==> config.mk <==
export PLATFORM = sky130hd
export DESIGN_NAME = usr_shift_storage
export DESIGN_NICKNAME = d
export VERILOG_FILES = /design/src/usr_pkg.sv /design/src/usr_sync.sv /design/src/usr_fifo.sv /design/src/usr_shift_storage.sv
export VERILOG_INCLUDE_DIRS = /design/src /design/src/src
export SDC_FILE = /design/constraint.sdc
export NUM_CORES = 1
export LEC_CHECK = 0
export BUFFER_PORTS_ARGS = -buffer_cell sky130_fd_sc_hd__buf_2
export CAP_MARGIN = 15
export CORE_ASPECT_RATIO = 1.75
export CORE_MARGIN = 3
export CORE_UTILIZATION = 59
export DETAILED_ROUTE_END_ITERATION = 8
export GPL_TIMING_DRIVEN = 0
export PLACE_DENSITY_LB_ADDON = 0.2
export SLEW_MARGIN = 20
export SYNTH_ARGS = -nofsm -noshare
export SYNTH_HDL_FRONTEND = slang
export SYNTH_SLANG_ARGS = --single-unit
==> constraint.sdc <==
create_clock -name clk_sys -period 4.53 [get_ports clk_sys]
set_clock_uncertainty 0.2 [all_clocks]
set_input_delay 0.2265 -clock clk_sys [delete_from_list [all_inputs] [get_ports clk_sys]]
set_output_delay 0.2265 -clock clk_sys [all_outputs]
set_load 0.01 [all_outputs]
==> src/usr_regs.svh <==
// register offsets, field positions, reset values and sizes of the shift/storage block
// assumes a 4-bit byte address on the register port, word-aligned registers
//
// Notes on behaviour
// - two select inputs pick hold, right, left, load
// - shift right moves toward last, right input enters
// - shift left moves toward first, left input enters
// - load captures parallel terminals on clock edge
// - load mode forces parallel drivers off
// - enabled drivers show stored word otherwise
// - clear low zeroes stages and serial outputs
// - either output control high disables drivers
// - drivers off never change stored data
// - eight stages, one shared bidirectional port
`ifndef USR_REGS_SVH
`define USR_REGS_SVH

`define USR_WIDTH 8
`define USR_FIFO_DEPTH 16
`define USR_PIN_COUNT 16

`define USR_ADDR_CTRL 4'h0
`define USR_ADDR_STATUS 4'h4
`define USR_ADDR_FIFO 4'h8
`define USR_ADDR_LEVEL 4'hc

`define USR_CTRL_CAPTURE 0
`define USR_CTRL_STALL 1
`define USR_CTRL_SOFT_CLR 2

`define USR_STAT_MODE_LO 8
`define USR_STAT_MODE_HI 9
`define USR_STAT_OE 10
`define USR_STAT_EMPTY 11
`define USR_STAT_FULL 12
`define USR_STAT_OVERRUN 13
`define USR_STAT_PEND 14

`define USR_FIFO_VALID 8

`define USR_CAPTURE_RESET 1'b0
`define USR_STALL_RESET 1'b0
`define USR_DATA_RESET 8'h00
`define USR_OE_ON 8'hff
`define USR_OE_OFF 8'h00
`define USR_WORD_ZERO 32'h0000_0000

`endif

==> src/usr_pkg.sv <==
// types shared by the shift/storage block
// assumes usr_regs.svh is included first
`include "usr_regs.svh"

package usr_pkg;

    typedef enum logic [1:0] {
        mode_hold = 2'b00,
        mode_shift_right = 2'b01,
        mode_shift_left = 2'b10,
        mode_load = 2'b11
    } usr_mode_t;

    typedef struct packed {
        logic [`USR_WIDTH-1:0] data;
        logic [`USR_WIDTH-1:0] par_oe;
        logic dclk_prev;
        logic edge_pend;
        logic capture_en;
        logic stall_on_full;
        logic overrun;
        logic [31:0] rdata;
    } usr_state_t;

endpackage : usr_pkg

==> src/usr_sync.sv <==
// two-flop synchroniser for a group of asynchronous pins
// assumes each bit is an independent level
`timescale 1ns/10ps
`default_nettype none

module usr_sync #(
    parameter int WIDTH = 1
) (
    // clock and reset
    input wire logic clk_sys,
    input wire logic rst_n,
    // pins and their synchronised copy
    input wire logic [WIDTH-1:0] async_in,
    output logic [WIDTH-1:0] sync_out
);

    typedef struct packed {
        logic [WIDTH-1:0] s1;
        logic [WIDTH-1:0] s2;
    } usr_sync_state_t;

    usr_sync_state_t st_reg;
    usr_sync_state_t st_next;

    if (WIDTH < 1) begin : g_bad_width
        $error("usr_sync: WIDTH must be at least 1");
    end

    always_comb begin
        st_next = st_reg;
        st_next.s1 = async_in;
        st_next.s2 = st_reg.s1;
    end

    always_ff @(posedge clk_sys) begin
        if (!rst_n) begin
            st_reg <= '0;
        end else begin
            st_reg <= st_next;
        end
    end

    assign sync_out = st_reg.s2;

endmodule : usr_sync

`default_nettype wire

==> src/usr_fifo.sv <==
// flop-based FIFO with valid/ready on both sides
// assumes DEPTH is a power of two
`timescale 1ns/10ps
`default_nettype none

module usr_fifo #(
    parameter int WIDTH = 8,
    parameter int DEPTH = 16,
    localparam int AW = $clog2(DEPTH)
) (
    // clock and reset
    input wire logic clk_sys,
    input wire logic rst_n,
    // fill side
    input wire logic in_valid,
    output logic in_ready,
    input wire logic [WIDTH-1:0] in_data,
    // drain side
    output logic out_valid,
    input wire logic out_ready,
    output logic [WIDTH-1:0] out_data,
    // occupancy
    output logic [AW:0] level
);

    typedef struct packed {
        logic [DEPTH-1:0][WIDTH-1:0] mem;
        logic [AW-1:0] wr_ptr;
        logic [AW-1:0] rd_ptr;
        logic [AW:0] count;
    } usr_fifo_state_t;

    usr_fifo_state_t st_reg;
    usr_fifo_state_t st_next;
    logic push;
    logic pop;

    if (DEPTH < 2 || (1 << AW) != DEPTH || WIDTH < 1) begin : g_bad_shape
        $error("usr_fifo: DEPTH must be a power of two above one");
    end

    assign in_ready = (st_reg.count != (AW+1)'(DEPTH));
    assign out_valid = (st_reg.count != '0);
    assign out_data = st_reg.mem[st_reg.rd_ptr];
    assign level = st_reg.count;

    always_comb begin
        st_next = st_reg;
        push = in_valid && in_ready;
        pop = out_valid && out_ready;
        if (push) begin
            st_next.mem[st_reg.wr_ptr] = in_data;
            st_next.wr_ptr = st_reg.wr_ptr + AW'(1);
        end
        if (pop) begin
            st_next.rd_ptr = st_reg.rd_ptr + AW'(1);
        end
        if (push && !pop) begin
            st_next.count = st_reg.count + (AW+1)'(1);
        end else if (pop && !push) begin
            st_next.count = st_reg.count - (AW+1)'(1);
        end
    end

    always_ff @(posedge clk_sys) begin
        if (!rst_n) begin
            st_reg <= '0;
        end else begin
            st_reg <= st_next;
        end
    end

endmodule : usr_fifo

`default_nettype wire

==> src/usr_shift_storage.sv <==
// eight-stage universal shift/storage register with shared parallel port
// assumes all device pins are asynchronous to clk_sys, the device clock
// is a pin sampled and edge-detected in the clk_sys domain, and the bench
// resolves the parallel wire from parallel_io_out and parallel_io_oe
//
// Added by the designer: the address-and-strobe port and the address map.
`timescale 1ns/10ps
`default_nettype none
`include "usr_regs.svh"

module usr_shift_storage #(
    parameter int FIFO_DEPTH = `USR_FIFO_DEPTH
) (
    // clock and reset
    input wire logic clk_sys,
    input wire logic rst_n,

    // device clock and clear pins
    input wire logic dev_clk,
    input wire logic clear_n,

    // mode and output-control pins
    input wire logic func_sel_high,
    input wire logic func_sel_low,
    input wire logic out_ctl_a_n,
    input wire logic out_ctl_b_n,

    // serial inputs
    input wire logic left_serial_in,
    input wire logic right_serial_in,

    // shared parallel port, bit 0 is the first stage
    input wire logic [`USR_WIDTH-1:0] parallel_io_in,
    output logic [`USR_WIDTH-1:0] parallel_io_out,
    output logic [`USR_WIDTH-1:0] parallel_io_oe,

    // serial end-bit outputs
    output logic first_stage_serial_out,
    output logic last_stage_serial_out,

    // register port
    input wire logic [3:0] reg_addr,
    input wire logic [31:0] reg_wdata,
    input wire logic reg_wr,
    input wire logic reg_rd,
    output logic [31:0] reg_rdata
);

    localparam int LW = $clog2(FIFO_DEPTH) + 1;

    localparam usr_pkg::usr_state_t ST_RESET = '{
        data: `USR_DATA_RESET,
        par_oe: `USR_OE_OFF,
        dclk_prev: 1'b0,
        edge_pend: 1'b0,
        capture_en: `USR_CAPTURE_RESET,
        stall_on_full: `USR_STALL_RESET,
        overrun: 1'b0,
        rdata: `USR_WORD_ZERO
    };

    if (FIFO_DEPTH < 2 || FIFO_DEPTH > 1024) begin : g_bad_depth
        $error("usr_shift_storage: FIFO_DEPTH out of range");
    end

    // widen a byte-wide field into a bus word
    function automatic logic [31:0] usr_word(input logic [`USR_WIDTH-1:0] b);
        usr_word = {{(32-`USR_WIDTH){1'b0}}, b};
    endfunction : usr_word

    // one stage move for the selected mode
    function automatic logic [`USR_WIDTH-1:0] usr_step(
        input usr_pkg::usr_mode_t m,
        input logic [`USR_WIDTH-1:0] q,
        input logic [`USR_WIDTH-1:0] par,
        input logic sl,
        input logic sr
    );
        unique case (m)
            usr_pkg::mode_hold: usr_step = q;
            usr_pkg::mode_shift_right: usr_step = {q[`USR_WIDTH-2:0], sr};
            usr_pkg::mode_shift_left: usr_step = {sl, q[`USR_WIDTH-1:1]};
            usr_pkg::mode_load: usr_step = par;
        endcase
    endfunction : usr_step

    usr_pkg::usr_state_t st_reg;
    usr_pkg::usr_state_t st_next;

    // synchronised pins
    logic [`USR_PIN_COUNT-1:0] pins_raw;
    logic [`USR_PIN_COUNT-1:0] pins_sync;
    logic pin_dclk;
    logic pin_clear_n;
    logic pin_sel_high;
    logic pin_sel_low;
    logic pin_ctl_a_n;
    logic pin_ctl_b_n;
    logic pin_sl;
    logic pin_sr;
    logic [`USR_WIDTH-1:0] pin_par;

    // decoded control
    usr_pkg::usr_mode_t mode;
    logic dclk_rise;
    logic stall;
    logic fire;
    logic soft_clr;
    logic wr_ctrl;
    logic wr_status;
    logic fifo_read;
    logic overrun_set;
    logic [`USR_WIDTH-1:0] data_new;

    // FIFO wiring
    logic fifo_in_valid;
    logic fifo_in_ready;
    logic fifo_out_valid;
    logic fifo_out_ready;
    logic [`USR_WIDTH-1:0] fifo_out_data;
    logic [LW-1:0] fifo_level;

    assign pins_raw = {
        dev_clk,
        clear_n,
        func_sel_high,
        func_sel_low,
        out_ctl_a_n,
        out_ctl_b_n,
        left_serial_in,
        right_serial_in,
        parallel_io_in
    };

    usr_sync #(
        .WIDTH(`USR_PIN_COUNT)
    ) u_sync (
        .clk_sys(clk_sys),
        .rst_n(rst_n),
        .async_in(pins_raw),
        .sync_out(pins_sync)
    );

    assign {
        pin_dclk,
        pin_clear_n,
        pin_sel_high,
        pin_sel_low,
        pin_ctl_a_n,
        pin_ctl_b_n,
        pin_sl,
        pin_sr,
        pin_par
    } = pins_sync;

    usr_fifo #(
        .WIDTH(`USR_WIDTH),
        .DEPTH(FIFO_DEPTH)
    ) u_fifo (
        .clk_sys(clk_sys),
        .rst_n(rst_n),
        .in_valid(fifo_in_valid),
        .in_ready(fifo_in_ready),
        .in_data(data_new),
        .out_valid(fifo_out_valid),
        .out_ready(fifo_out_ready),
        .out_data(fifo_out_data),
        .level(fifo_level)
    );

    // control decode
    always_comb begin
        mode = usr_pkg::usr_mode_t'({pin_sel_high, pin_sel_low});
        dclk_rise = pin_dclk && !st_reg.dclk_prev;
        stall = st_reg.stall_on_full && st_reg.capture_en && !fifo_in_ready;
        fire = (dclk_rise || st_reg.edge_pend) && !stall && pin_clear_n;
        wr_ctrl = reg_wr && (reg_addr == `USR_ADDR_CTRL);
        wr_status = reg_wr && (reg_addr == `USR_ADDR_STATUS);
        soft_clr = wr_ctrl && reg_wdata[`USR_CTRL_SOFT_CLR];
        fifo_read = reg_rd && (reg_addr == `USR_ADDR_FIFO);
        fifo_out_ready = fifo_read;
        data_new = usr_step(mode, st_reg.data, pin_par, pin_sl, pin_sr);
        fifo_in_valid = fire && st_reg.capture_en && !soft_clr;
        overrun_set = (fifo_in_valid && !fifo_in_ready)
            || (dclk_rise && st_reg.edge_pend && stall);
    end

    // next state
    always_comb begin
        st_next = st_reg;
        st_next.dclk_prev = pin_dclk;

        // stage update; drivers never gate this path
        if (!pin_clear_n || soft_clr) begin
            st_next.data = `USR_DATA_RESET;
            st_next.edge_pend = 1'b0;
        end else if (fire) begin
            st_next.data = data_new;
            st_next.edge_pend = dclk_rise && st_reg.edge_pend;
        end else if (dclk_rise) begin
            // edge held back while stall-on-full and capture are set and the FIFO is full
            st_next.edge_pend = 1'b1;
        end

        // parallel drivers
        if (mode == usr_pkg::mode_load) begin
            st_next.par_oe = `USR_OE_OFF;
        end else if (pin_ctl_a_n || pin_ctl_b_n) begin
            st_next.par_oe = `USR_OE_OFF;
        end else begin
            st_next.par_oe = `USR_OE_ON;
        end

        // control writes
        if (wr_ctrl) begin
            st_next.capture_en = reg_wdata[`USR_CTRL_CAPTURE];
            st_next.stall_on_full = reg_wdata[`USR_CTRL_STALL];
        end

        // sticky overrun, set wins over write-one-clear
        if (overrun_set) begin
            st_next.overrun = 1'b1;
        end else if (wr_status && reg_wdata[`USR_STAT_OVERRUN]) begin
            st_next.overrun = 1'b0;
        end

        // read data stands one cycle only
        st_next.rdata = `USR_WORD_ZERO;
        if (reg_rd) begin
            unique case (reg_addr)
                `USR_ADDR_CTRL: begin
                    st_next.rdata[`USR_CTRL_CAPTURE] = st_reg.capture_en;
                    st_next.rdata[`USR_CTRL_STALL] = st_reg.stall_on_full;
                end
                `USR_ADDR_STATUS: begin
                    st_next.rdata = usr_word(st_reg.data);
                    st_next.rdata[`USR_STAT_MODE_HI:`USR_STAT_MODE_LO] = mode;
                    st_next.rdata[`USR_STAT_OE] = st_reg.par_oe[0];
                    st_next.rdata[`USR_STAT_EMPTY] = !fifo_out_valid;
                    st_next.rdata[`USR_STAT_FULL] = !fifo_in_ready;
                    st_next.rdata[`USR_STAT_OVERRUN] = st_reg.overrun;
                    st_next.rdata[`USR_STAT_PEND] = st_reg.edge_pend;
                end
                `USR_ADDR_FIFO: begin
                    if (fifo_out_valid) begin
                        st_next.rdata = usr_word(fifo_out_data);
                        st_next.rdata[`USR_FIFO_VALID] = 1'b1;
                    end
                end
                `USR_ADDR_LEVEL: begin
                    st_next.rdata = 32'(fifo_level);
                end
                default: begin
                    st_next.rdata = `USR_WORD_ZERO;
                end
            endcase
        end
    end

    always_ff @(posedge clk_sys) begin
        if (!rst_n) begin
            st_reg <= ST_RESET;
        end else begin
            st_reg <= st_next;
        end
    end

    // outputs straight from state flops
    assign parallel_io_out = st_reg.data;
    assign parallel_io_oe = st_reg.par_oe;
    assign first_stage_serial_out = st_reg.data[0];
    assign last_stage_serial_out = st_reg.data[`USR_WIDTH-1];
    assign reg_rdata = st_reg.rdata;

endmodule : usr_shift_storage

`default_nettype wire

# [Word-level counts from Yosys, hierarchy flattened]
# Cells that the tools add are included.
[op_classes] mux=16 n_reduce_logical=41 add_sub_neg=4 eq_ne=7 n_bitwise=1 order_cmp=3
[op_table] operator="128-bit bitwise mux" count=1
[op_table] operator="30-bit case mux with 3 select lines" count=1
[op_table] operator="8-bit binary-select mux with 4-bit select" count=1
[op_table] operator="8-bit demux with 4-bit select" count=1
[op_table] operator="8-bit case mux with 4 select lines" count=1
[op_table] operator="8-bit 2-to-1 mux" count=3
[op_table] operator="1-bit logical AND" count=20
[op_table] operator="4-bit by 5-bit less-than comparator with 1-bit output (second input constant)" count=2
[op_table] operator="5-bit 2-to-1 mux" count=2
[op_table] operator="9-bit 2-to-1 mux" count=1
[op_table] operator="4-bit by 1-bit adder with 4-bit output (second input constant)" count=2
[op_table] operator="4-bit == test (second input constant)" count=2
[op_table] operator="1-bit zero test" count=8
[op_table] operator="2-bit case mux with 4 select lines" count=1
[op_table] operator="2-bit nonzero test" count=3
[op_table] operator="5-bit by 1-bit adder with 5-bit output (second input constant)" count=1
[op_table] operator="5-bit != test (second input constant)" count=1
[op_table] operator="5-bit nonzero test" count=1
[op_table] operator="5-bit by 1-bit subtractor with 5-bit output (second input constant)" count=1
[op_table] operator="2-bit == test (second input constant)" count=2
[op_table] operator="4-bit by 3-bit == test with 1-bit output (second input constant)" count=1
[op_table] operator="4-bit by 1-bit greater-or-equal comparator with 1-bit output (second input constant)" count=1
[op_table] operator="4-bit zero test" count=1
[op_table] operator="1-bit logical OR" count=4
[op_table] operator="6 further kinds" count=10
[word_totals] ff_bits=226 out_inout_bits=50

# [Depth between registers and ports, before layout]
# Gate-level depths: netlist (run 1).
[depth] word_depth=13 depth_mapped=12 mapped_depth_nobuf=10

# [Hierarchy]
# Synthesis (run 1) repeated with hierarchy kept, for this count alone.
[unflattened] cells_unflattened=838 area_unflattened_um2=9541.7
[by_module_without_submodules] mod="usr_fifo" seq_area_each_um2=2822.7 area_each_um2=6940.4 instances=1 cells_per_inst=599
[by_module_without_submodules] mod="usr_shift_storage" seq_area_each_um2=580.6 area_each_um2=1705.4 instances=1 cells_per_inst=172
[by_module_without_submodules] mod="usr_sync" seq_area_each_um2=640.6 area_each_um2=895.9 instances=1 cells_per_inst=67

# [Worst setup path after synthesis (run 1)]
# No wires, ideal clock.
[synth_timing] kind="register -> register" from="register u_fifo.st_reg, in the netlist u_fifo.level[0]" to="register u_fifo.st_reg, in the netlist u_fifo.level[4]" setup_time_ps=72 period_less_slack_ps=3189 path_buffers=2 path_slack_ps=1341 path_stages_with_launch=13 arrival_time_ps=2917 t_required_ps=4258 path_cell_list="dfxtp_1 -> or4_4 -> buf_6 -> o221a_4 -> and3_1 -> buf_6 -> ha_1 -> inv_1 -> ha_1 -> a21o_1 -> a21oi_1 -> mux2i_1 -> mux2i_1"
[synth_between] elab_chain_cells=12 word_cells_on_any_way=20 cone_classes="add/sub: 2; eq/ne: 1; mux: 2; reduce/logical: 15"
[synth_rtl] item="from (decl)" line_no="usr_fifo.sv:33" rtl="usr_fifo_state_t st_reg;"
[synth_rtl] item="from (signal assigned)" line_no="usr_fifo.sv:69" rtl="st_reg <= st_next;"
[synth_rtl] item="5-bit != test *" line_no="usr_fifo.sv:42" rtl="assign in_ready = (st_reg.count != (AW+1)'(DEPTH));"
[synth_rtl] item="1-bit zero test" line_no="usr_shift_storage.sv:175" rtl="stall = st_reg.stall_on_full && st_reg.capture_en && !fifo_in_ready;"
[synth_rtl] item="1-bit logical AND" line_no="usr_shift_storage.sv:175"
[synth_rtl] item="1-bit zero test" line_no="usr_shift_storage.sv:176" rtl="fire = (dclk_rise || st_reg.edge_pend) && !stall && pin_clear_n;"
[synth_rtl] item="1-bit logical AND (2 in series)" line_no="usr_shift_storage.sv:176"
[synth_rtl] item="1-bit logical AND (2 in series)" line_no="usr_shift_storage.sv:183" rtl="fifo_in_valid = fire && st_reg.capture_en && !soft_clr;"
[synth_rtl] item="1-bit logical AND *" line_no="usr_fifo.sv:49" rtl="push = in_valid && in_ready;"
[synth_rtl] item="via u_fifo.push" line_no="usr_fifo.sv:35" rtl="logic push;"
[synth_rtl] item="1-bit zero test" line_no="usr_fifo.sv:60" rtl="end else if (pop && !push) begin"
[synth_rtl] item="1-bit logical AND" line_no="usr_fifo.sv:60"
[synth_rtl] item="2-bit nonzero test (no source line)"
# Mark *: on every way through the listed nets, which the timed path passes. The rest lies on a longest branch. The select of a mux whose other input is x is not followed.
# A chain may end at the register's enable or synchronous reset.

# [Worst setup path after layout (run 1)]
[layout_timing] from="input reg_addr[1]" to="register u_fifo.st_reg, in the netlist u_fifo.level[4]"
[layout_between] elab_chain_cells=9 word_cells_on_any_way=15 cone_classes="eq/ne: 1; mux: 1; reduce/logical: 13"
[layout_rtl] item="from (decl)" line_no="usr_shift_storage.sv:42" rtl="input wire logic [3:0] reg_addr,"
[layout_rtl] item="4-bit zero test *"
[layout_rtl] item="1-bit logical AND *" line_no="usr_shift_storage.sv:177" rtl="wr_ctrl = reg_wr && (reg_addr == `USR_ADDR_CTRL);"
[layout_rtl] item="1-bit logical AND *" line_no="usr_shift_storage.sv:179" rtl="soft_clr = wr_ctrl && reg_wdata[`USR_CTRL_SOFT_CLR];"
[layout_rtl] item="1-bit zero test *" line_no="usr_shift_storage.sv:183"
[layout_rtl] item="1-bit logical AND *" line_no="usr_shift_storage.sv:183"
[layout_rtl] item="1-bit logical AND *" line_no="usr_fifo.sv:49"
[layout_rtl] item="via u_fifo.push" line_no="usr_fifo.sv:35"
[layout_rtl] item="1-bit zero test" line_no="usr_fifo.sv:60"
[layout_rtl] item="1-bit logical AND" line_no="usr_fifo.sv:60"
[layout_rtl] item="2-bit nonzero test (no source line)"
# Mark *: on every way through the listed nets, which the timed path passes. The rest lies on a longest branch.

==> impl_metrics.tcl, run 1 <==
set metrics [dict create \
    outcome "finished clean" \
    core_region_area_um2 16100 \
    nets 1124 \
    worstHoldEndpoint "u_sync.sync_out[8]" \
    synth-seq-area-share 0.414 \
    clock_tree.root_cell "clkbuf_16" \
    final_core_utilization 0.698 \
    gr-total-overflow 0 \
    hold_fails_final_rpt 0 \
    die_w_um 103 \
    chipHeight_um 176 \
    synth_area_per_cell_um2 10.4 \
    slew_violations 0 \
    flip_flop_count_of_the_largest_register_all_copies_and_words_added 136 \
    antenna_violations_before_repair 0 \
    power.density_cell_area_nw_per_um2 312 \
    hold_path_class "input pin to flip-flop" \
    die_area_um2 18200 \
    clock_pin_slew_on_the_worst_setup_and_hold_paths_ns 0.06 \
    clockBufferDepth 3 \
    top_level_ports 106 \
    worstSetupPathType "input pin to flip-flop" \
    finalWorstSetupSlack_ns 0.872 \
    synthesis.instances 938 \
    peakVddDrop_v 0.000330 \
    cts_tree "done" \
    clk_latency_ns 0.49 \
    hp-start "rst_n" \
    drt-initial-drc-count 612 \
    rsz0062_at_grt "no" \
    post_synth_num_cell_types 61 \
    yosys_warning_total 0 \
    worstMarginPinSlew_ns 0.995 \
    finalCritPeriodShare 0.808 \
    synth_async_sr_flop_share 0 \
    finalWeightedCongestion 0.932 \
    starting_density_of_the_core 0.607 \
    dr.pass1.iters 8 \
    cts_max_level 1 \
    ys_ff_latch 202 \
    first_pass_grt_wire_length_um 44900 \
    min_period_ns 3.66 \
    viasPerCell 6.27 \
    inst_count_dp 1234 \
    timing.max_cap.violations 0 \
    end_kind "flip-flop" \
    timing.fmax_mhz 273 \
    crit_start "reg_addr[1]" \
    syn2layout_area_growth_pct 14.9 \
    min_path_cells 3 \
    cp.required_ns 4.75 \
    start_kind "input pin" \
    r2r_end "u_fifo.level[4]" \
    routed-via-count 8072 \
    placement.io_buffers 60 \
    drcViolationCount 0 \
    worst-endpoint-arrival_ns 3.88 \
    global_route.usage.total 0.321 \
    grt_max_degree 15 \
    antenna_cells_inserted 0 \
    route.detailed.wl_per_inst_um 22.2 \
    tritoncts_buffer_count 19 \
    route.antenna.remaining_nets 0 \
    finalSetupTns_ns 0 \
    dp.final_hpwl_um 20800 \
    slew_headroom 0.333 \
    critical_path.reg2reg.startpoint "u_fifo.level[0]" \
    first_global_vias 8083 \
    worstPathMaxFanout 8 \
    yosys.area.top_type "dfxtp_1" \
    cts.sink_count 202 \
    finalSetupViolCount 0 \
    register_to_register_setup_slack_ns 1.05 \
    wl_um 28600 \
    postSynth.topFlopCell "dfxtp_1" \
    dominant_cells_by_area_after_synthesis "dfxtp_1 41%, mux4_2 9.2%, o311a_1 6.4%" \
    post_cts.resized_instances 0 \
    fp-row-count 61 \
    mappedNetlistArea_um2 9780 \
    post_route_cells_drive_above_1_share 0.248 \
    preCtsSetupSlack_ns 1.08 \
    yosysTopAreaCellShare 0.414 \
    ff2ff_path_depth 10 \
    fin_cells 1287 \
    static-leakage-power_nw 4.00 \
    synth_enable_flop_cells 0 \
]
-- synth_stat cells (2+ instances only) --
library cell  number
o21ai_0           22
and2_1            38
o31ai_1            3
buf_1             11
a22oi_1            2
mux2i_1           27
o311a_1           63
buf_2             34
o21bai_1          63
xor2_1             4
a211o_1            4
nor2b_1            4
o21ai_1            2
clkbuf_1          28
dfxtp_1          202
nand2b_1           4
nand2_1           15
buf_6             15
mux2_2             8
o221ai_1           3
a211oi_1           3
nor3b_1            2
a21oi_1           78
or4_1              2
mux4_2            40
nand3_1           14
a21o_1             6
a221o_1            3
or3b_2             8
nor2_1            24
nor3_1            98
o2111ai_2          3
inv_1              6
nor2_2             2
nand4_1            6
buf_4             52
o2111ai_4          6
o221a_4            2
ha_1               9
-- worst max-delay path by stage --
stage	cells after the start	endpoint
final	13	u_fifo.level[4]
after global routing	13	u_fifo.level[4]
after CTS	13	u_fifo.level[4]
after detailed placement	12	u_fifo.level[4]
after global placement	12	u_fifo.level[4]
after floorplan	12	u_fifo.level[4]
-- cell families after synthesis --
group                    after synthesis  synth area share
AO/OA/AOI/OAI                        270             0.218
XOR/XNOR                               5           0.00448
adder cells (fa/ha/maj)               11            0.0147
buffers and inverters                147            0.0923
flip-flops                           202             0.414
multiplexers                          75             0.129
other                                  1          0.000384
AND/OR/NAND/NOR                      227             0.127
-- per-stage QoR --
step	power (mW)	area, um^2	hold slack (ns)
after global placement	1.97	10400	0.214
after floorplan	1.93	9840	0.154
after global routing	3.59	11200	0.112
after CTS	3.51	11200	0.0983
after detailed placement	1.97	10400	0.218
final	3.51	11200	0.110
-- layer usage --
layer  GRT usage  part of all wire
met5           0                 0
met3      0.0443             0.067
met2       0.550              0.51
met4       0.191             0.071
met1       0.371              0.35
-- what timing repair did --
| item | in CTS | in global routing |
|---|---|---|
| hold buffers | 23 | 0 |
| hold endpoints to repair | 24 | 0 |
| buffers inserted | 0 | 0 |
-- power by group --
group / switching (mW) / internal, mW
registers: 0.00519 / 1.79
clock network: 0.669 / 0.889
logic: 0.0903 / 0.0645
-- critical path, stage by stage --
cell,delay [ns]
dlygate4sd3_1,0.55
buf_2,0.16
nor4b_2,0.80
nand2_1,0.25
and3_1,0.27
buf_6,0.12
ha_1,0.19
inv_1,0.17
ha_1,0.30
a21o_1,0.19
a21oi_1,0.19
mux2i_1,0.26
mux2i_1,0.19
-- final cells by class --
class	instances	area, um^2
sequential	202	4040
tap	220	275
fill	1245	4870
clock buffer	27	546
buffer	140	876
clock inverter	3	40.0
inverter	7	26.3
timing repair buffer	83	531
multi-input combinational	605	4900
-- cells in the final DEF, fill, tap and decap left out, types with 15 or more instances in the layout --
master	count
nand2_1	15
and2_1	38
buf_6	15
o21ai_0	22
conb_1	17
mux2i_1	27
mux4_2	40
clkbuf_1	32
dfxtp_1	202
nor2_1	24
clkbuf_16	19
buf_4	52
a21oi_1	78
nor3_1	98
dlygate4sd3_1	23
buf_2	94
o311a_1	63
o21bai_1	63
(Power assumes the default switching activity.)
==> inputs of run 2 (changes only) <==
--- a/config.mk
+++ b/config.mk
@@ -10,7 +10,7 @@
 export CAP_MARGIN = 15
 export CORE_ASPECT_RATIO = 1.75
 export CORE_MARGIN = 3
-export CORE_UTILIZATION = 59
+export CORE_UTILIZATION = 53
 export DETAILED_ROUTE_END_ITERATION = 8
 export GPL_TIMING_DRIVEN = 0
 export PLACE_DENSITY_LB_ADDON = 0.2
==> constraint.sdc (replaced) <==
create_clock -name clk_sys -period 2.95 [get_ports clk_sys]
set_clock_uncertainty 0.2 [all_clocks]
set_input_delay 0.1475 -clock clk_sys [delete_from_list [all_inputs] [get_ports clk_sys]]
set_output_delay 0.1475 -clock clk_sys [all_outputs]
set_load 0.01 [all_outputs]
==> run 2 against run 1 <==
Critical path depth down 3; cell count is 2.1% higher; sequential power up 53%; critical path type is now flip-flop to flip-flop; largest power group unchanged.
==> impl_metrics.tcl, run 2 (synthesis gave the netlist of run 1 again) <==
set metrics [dict create \
    outcome "finished clean" \
    route.antenna.remaining_nets 0 \
    min_path_cells 3 \
    clockBufferDepth 3 \
    layout.cells.most_common "dfxtp_1" \
    clk_latency_ns 0.49 \
    antenna_violations_before_repair 0 \
    top_level_ports 106 \
    placement.io_buffers 60 \
    end_kind "flip-flop" \
    peakVddDrop_v 0.000448 \
    cp_top_family "simple AND/OR/NAND/NOR gates" \
    chipHeight_um 186 \
    cp.required_ns 3.17 \
    gr-total-overflow 0 \
    rsz0062_at_grt "yes" \
    worstSetupPathType "flip-flop to flip-flop" \
    start_kind "flip-flop" \
    worstMarginPinSlew_ns 1.10 \
    dp.final_hpwl_um 21700 \
    r2r_end "u_fifo.level[4]" \
    drt-initial-drc-count 694 \
    viasPerCell 6.14 \
    fin_cells 1314 \
    critical-path-max-stage-delay_ns 0.58 \
    fp-row-count 65 \
    timing.max_cap.violations 0 \
    route.detailed.wl_per_inst_um 22.4 \
    syn2layout_area_growth_pct 17.1 \
    timing.fmax_mhz 342 \
    inst_count_dp 1248 \
    hold_fails_final_rpt 0 \
    min_period_ns 2.93 \
    finalCritPeriodShare 0.992 \
    clock_pin_slew_on_the_worst_setup_and_hold_paths_ns 0.07 \
    worstPathMaxFanout 4 \
    layout.filler_cells 1552 \
    finalWeightedCongestion 0.913 \
    slew_headroom 0.265 \
    ff2ff_path_depth 10 \
    drcViolationCount 0 \
    static-leakage-power_nw 4.10 \
    nets 1133 \
    die_area_um2 20200 \
    first_global_vias 8082 \
    worst-endpoint-arrival_ns 3.15 \
    wl_um 29500 \
    register_to_register_setup_slack_ns 0.02 \
    hp-start "reg_rd" \
    flip_flop_count_of_the_largest_register_all_copies_and_words_added 136 \
    worstPathCellList "or4_4, o221a_4, and3_4, ha_4, inv_6, ha_4, a21o_1, a21oi_2, mux2i_1, mux2i_1" \
    cts_tree "done" \
    crit_slowest_cell "or4_4" \
    cts_max_level 1 \
    critical_path.reg2reg.startpoint "u_fifo.level[3]" \
    worstHoldEndpoint "reg_rdata[8]" \
    layout.cells.most_common_list "199 x dfxtp_1, 98 x nor3_1, 94 x buf_2" \
    finalSetupViolCount 0 \
    cts.sink_count 202 \
    starting_density_of_the_core 0.542 \
    cp_num_buf_inv 1 \
    p_total_mw 5.61 \
    global_route.usage.total 0.292 \
    fin_area_um2 11400 \
    dr.pass1.iters 5 \
    slew_violations 0 \
    clock_tree.root_cell "clkbuf_16" \
    die_w_um 109 \
    core_region_area_um2 18100 \
    grt_max_degree 17 \
    tritoncts_buffer_count 19 \
    power.density_cell_area_nw_per_um2 490 \
    routed-via-count 8074 \
    first_pass_grt_wire_length_um 45300 \
    detailed_place.area_um2 10500 \
    post_route_cells_drive_above_1_share 0.269 \
    hold_path_class "input pin to flip-flop" \
]
[run 2: cell types whose count changed in the layout (fill, tap and decap cells not counted), moves of 2 or more]
cell | previous run | this run
dfxtp_1 | 202 | 199
ha_1 | 9 | 7
ha_4 | 0 | 2
buf_6 | 15 | 13
buf_4 | 52 | 63
dfxtp_2 | 0 | 2
clkinv_2 | 2 | 5
clkbuf_1 | 32 | 27
bufinv_16 | 1 | 3
[run 2: worst max path at each step]
stage	startpoint	end	slack, ns	cells after the start
global route	u_fifo.level[3]	u_fifo.level[4]	-0.06	10
detailed placement	u_fifo.level[3]	u_fifo.level[4]	-0.39	10
finish	u_fifo.level[3]	u_fifo.level[4]	0.02	10
global placement	u_fifo.level[3]	u_fifo.level[4]	-0.39	10
floorplan	u_fifo.level[3]	u_fifo.level[4]	-0.08	10
CTS	u_fifo.level[1]	u_fifo.level[4]	0.03	10
[run 2: what timing repair did]
| action | CTS | global route |
|---|---|---|
| endpoints found under the hold margin | 28 | 0 |
| resized for setup | 5 | 2 |
| setup endpoints to repair | 3 | 1 |
| hold buffers | 24 | 0 |
| setup buffers | 10 | 2 |
| pin swaps | 8 | 7 |
[run 2: routing by layer]
metal | vias up | track usage | share of wire | wire, um
li1 | 3729 | - | - | -
met1 | 3899 | 0.319 | 0.35 | 10400
met2 | 335 | 0.535 | 0.53 | 15500
met3 | 111 | 0.0406 | 0.060 | 1770
met4 | 0 | 0.162 | 0.061 | 1790
met5 | - | 0 | 0 | 0
[run 2: report_power, final]
group	internal [mW]	switching (mW)
registers	2.75	0.00888
clock network	1.55	1.07
logic	0.100	0.138
total	4.39	1.22
[run 2: layout make-up]
cell class / instances / area, um^2 / area share
tap: 234 / 293 / 0.0256
clock buffer: 23 / 531 / 0.0463
sequential: 202 / 4050 / 0.354
buffer: 137 / 850 / 0.0742
multi-input combinational: 605 / 4930 / 0.431
inverter: 7 / 31.3 / 0.00273
timing repair buffer: 95 / 623 / 0.0544
antenna: 1 / 2.50 / 0.000219
clock inverter: 10 / 131 / 0.0115
[run 2: tightest hold or removal path: stages]
cell      delay (ns)
buf_2           0.11
and4bb_2        0.27
a21boi_0        0.14
[run 2: stage by stage]
stage / hold slack (ns) / TNS (ns) / setup slack [ns] / utilization
after global routing: 0.0590 / -0.0616 / -0.0616 / 0.634
final: 0.0373 / 0 / 0.0241 / 0.634
after floorplan: 0.0748 / -0.0756 / -0.0756 / -
after CTS: 0.000277 / 0 / 0.0311 / 0.633
after global placement: 0.154 / -0.618 / -0.392 / 0.579
after detailed placement: 0.156 / -0.645 / -0.393 / 0.579
==> inputs of run 3 (changes only) <==
--- a/config.mk
+++ b/config.mk
@@ -10,11 +10,13 @@
 export CAP_MARGIN = 15
 export CORE_ASPECT_RATIO = 1.75
 export CORE_MARGIN = 3
-export CORE_UTILIZATION = 53
+export CORE_UTILIZATION = 59
 export DETAILED_ROUTE_END_ITERATION = 8
 export GPL_TIMING_DRIVEN = 0
 export PLACE_DENSITY_LB_ADDON = 0.2
+export RECOVER_POWER = 100
 export SLEW_MARGIN = 20
 export SYNTH_ARGS = -nofsm -noshare
 export SYNTH_HDL_FRONTEND = slang
+export SYNTH_HIERARCHICAL = 1
 export SYNTH_SLANG_ARGS = --single-unit
==> constraint.sdc (replaced) <==
create_clock -name clk_sys -period 2.8 [get_ports clk_sys]
set_clock_uncertainty 0.2 [all_clocks]
set_input_delay 0.14 -clock clk_sys [delete_from_list [all_inputs] [get_ports clk_sys]]
set_output_delay 0.14 -clock clk_sys [all_outputs]
set_load 0.01 [all_outputs]
==> run 3 against run 2 <==
The flow now finishes with violations (negative setup slack); via count fell by 19%; setup slack lost 0.34 ns; first-iteration DRC count shrank 55%; register-to-register slack got worse by 0.34 ns; clock power is 3% higher; final area grew 1.9%; sequential cell count is the same; synthesized area is 2.4% lower; cell count decreased by 9.3%; utilization rose by 11 points; sequential power grew 5%.
==> impl_metrics.tcl, run 3 <==
set metrics [dict create \
    outcome "complete, but fails checks" \
    failing_checks "negative setup slack" \
    global_route.usage.total 0.264 \
    cp_top_family "simple AND/OR/NAND/NOR gates" \
    placement.io_buffers 59 \
    layout.cells.most_common "dfxtp_1" \
    routed-via-count 6564 \
    cp_num_buf_inv 3 \
    worstPathCellList "nor4_4, clkbuf_16, nand2_4, nand3b_1, o211ai_1, buf_6, nor2_4, inv_2, a21oi_4, ha_4, fa_2, nand3b_1, a211oi_2, a31oi_2, mux2i_1" \
    timing.max_cap.violations 0 \
    chipHeight_um 174 \
    post-synth-top-count-cell "dfxtp_1" \
    synth_async_sr_flop_share 0 \
    timing.fmax_mhz 321 \
    viasPerCell 5.51 \
    core_region_area_um2 15600 \
    gr-total-overflow 0 \
    final_core_utilization 0.747 \
    postSynth.topFlopCell "dfxtp_1" \
    r2r_end "u_fifo/level[4]" \
    finalWorstSetupSlack_ns -0.315 \
    layout.cells.most_common_list "198 x dfxtp_1, 144 x mux2i_1, 137 x nor2b_1" \
    first_pass_grt_wire_length_um 36700 \
    top_level_ports 106 \
    slew_violations 0 \
    starting_density_of_the_core 0.611 \
    cp.required_ns 2.97 \
    clock_tree.root_cell "clkbuf_16" \
    grt_max_degree 17 \
    finalWeightedCongestion 0.832 \
    flip_flop_count_of_the_largest_register_all_copies_and_words_added 136 \
    crit_slowest_cell "nor4_4" \
    critical_path.reg2reg.startpoint "u_fifo/level[3]" \
    min_period_ns 3.12 \
    worstMarginPinSlew_ns 0.771 \
    static-leakage-power_nw 4.20 \
    end_kind "flip-flop" \
    drt-initial-drc-count 315 \
    dominant_cells_by_area_after_synthesis "dfxtp_1 42%, mux2i_1 15%, mux4_2 9.4%" \
    preCtsSetupSlack_ns -0.931 \
    worstSetupPathType "flip-flop to flip-flop" \
    hp-start "reg_addr[1]" \
    clk_latency_ns 0.49 \
    mappedNetlistArea_um2 9540 \
    wl_um 23800 \
    nets 1061 \
    hold_path_class "input pin to flip-flop" \
    worstPathMaxFanout 4 \
    critical-path-max-stage-delay_ns 0.37 \
    dr.pass1.iters 5 \
    finalCritPeriodShare 1.11 \
    yosys.area.top_type "dfxtp_1" \
    register_to_register_setup_slack_ns -0.32 \
    antenna_violations_before_repair 0 \
    start_kind "flip-flop" \
    synth-seq-area-share 0.424 \
    drcViolationCount 0 \
    clockBufferDepth 3 \
    cts_tree "done" \
    path_common_cell "nand3b_1" \
    first_global_vias 6916 \
    hold_fails_final_rpt 0 \
    power.density_cell_area_nw_per_um2 500 \
    post_synth_num_cell_types 52 \
    peakVddDrop_v 0.000521 \
    finalSetupViolCount 3 \
    yosys_warning_total 6 \
    slew_headroom 0.484 \
    yosysTopAreaCellShare 0.424 \
    dp.final_hpwl_um 15900 \
    post_route_cells_drive_above_1_share 0.287 \
    tritoncts_buffer_count 19 \
    ys_ff_latch 202 \
    die_w_um 102 \
    route.detailed.wl_per_inst_um 19.9 \
    min_path_cells 5 \
    cts_max_level 1 \
    worstHoldEndpoint "reg_rdata[2]" \
    route.antenna.remaining_nets 0 \
    rsz0062_at_grt "yes" \
    worst-endpoint-arrival_ns 3.29 \
    cts.sink_count 202 \
    synth_enable_flop_cells 0 \
    fp-row-count 60 \
    post_synth_most_frequent_cells "202 x dfxtp_1, 144 x mux2i_1, 137 x nor2b_1" \
    antenna_cells_inserted 0 \
    ff2ff_path_depth 15 \
    clock_pin_slew_on_the_worst_setup_and_hold_paths_ns 0.07 \
    synth_area_per_cell_um2 11.4 \
    die_area_um2 17800 \
    syn2layout_area_growth_pct 22.3 \
    synthesis.instances 838 \
]
[run 3: cell count changes in the layout (fill, tap and decap cells not counted), moves of 63 or more]
| cell | delta |
|---|---|
| o311a_1 | -63 |
| mux2i_1 | +117 |
| nor3_1 | -98 |
| nor2b_1 | +134 |
| o21bai_1 | -63 |
| a21oi_1 | -72 |
[run 3: what timing repair did]
item	4_1_cts	5_1_grt
hold buffers	32	0
setup buffers	24	6
pin swaps	20	11
endpoints found under the hold margin	32	0
gates resized for setup	21	17
setup endpoints to repair	140	53
[run 3: tightest hold or removal path: stages]
cell       delay (ns)
buf_2            0.11
nor2_1           0.10
nand2_1          0.14
a2bb2oi_1        0.17
nor2_1           0.04
[run 3: per-layer routing]
| metal | vias to the layer above | track usage | share of wire |
|---|---|---|---|
| li1 | 3131 | - | - |
| met1 | 3220 | 0.281 | 0.37 |
| met2 | 155 | 0.501 | 0.55 |
| met3 | 58 | 0.0341 | 0.033 |
| met4 | 0 | 0.114 | 0.045 |
| met5 | - | 0 | 0 |
[run 3: worst max-delay path by stage]
stage / to / depth (start not counted) / start / slack [ns]
2_1_floorplan: u_fifo/level[4] / 16 / u_fifo/level[3] / -0.54
4_1_cts: u_fifo/level[4] / 15 / u_fifo/level[3] / -0.23
5_1_grt: u_fifo/level[4] / 15 / u_fifo/level[3] / -0.43
6_report: u_fifo/level[4] / 15 / u_fifo/level[3] / -0.32
3_3_place_gp: u_fifo/level[4] / 17 / u_fifo/level[3] / -0.85
3_5_place_dp: u_fifo/level[4] / 17 / u_fifo/level[3] / -0.93
[run 3: final cells by class]
type,instances,area [um^2]
multi-input cells,538,4980
inverters,7,28.8
clock buffers,24,524
fillers,1078,3950
flip-flops and latches,202,4050
clock inverters,9,120
plain buffers,106,702
well taps,186,233
repair buffers,120,1020
[run 3: where the power goes]
group / internal [mW] / leakage [nW] / switching [mW]
sequential: 2.89 / 1.64 / 0.00959
combinational: 0.128 / 2.24 / 0.108
clock: 1.60 / 0.324 / 1.09
[run 3: cells by family after synthesis]
kind of cell | after synthesis | share of synthesized area
and+or+nand+nor | 253 | 0.164
DFF | 202 | 0.424
muxes | 184 | 0.245
buffers and inverters | 114 | 0.0711
AOI/OAI and AO/OA | 64 | 0.0719
adders and majority gates | 12 | 0.0163
xor gates and xnor gates | 8 | 0.00734
other | 1 | 0.000393
[run 3: through the flow]
step	TNS (ns)	hold slack, ns	cells	instance area, um^2	total power, mW
global placement	-56.58	0.160	1099	10200	3.17
CTS	-0.236	0.0300	1187	11600	5.87
floorplan	-2.66	0.0578	854	9660	3.11
global route	-1.20	0.150	1192	11700	6.00
detailed placement	-59.59	0.165	1099	10200	3.17
finish	-0.646	0.0744	1192	11700	5.83
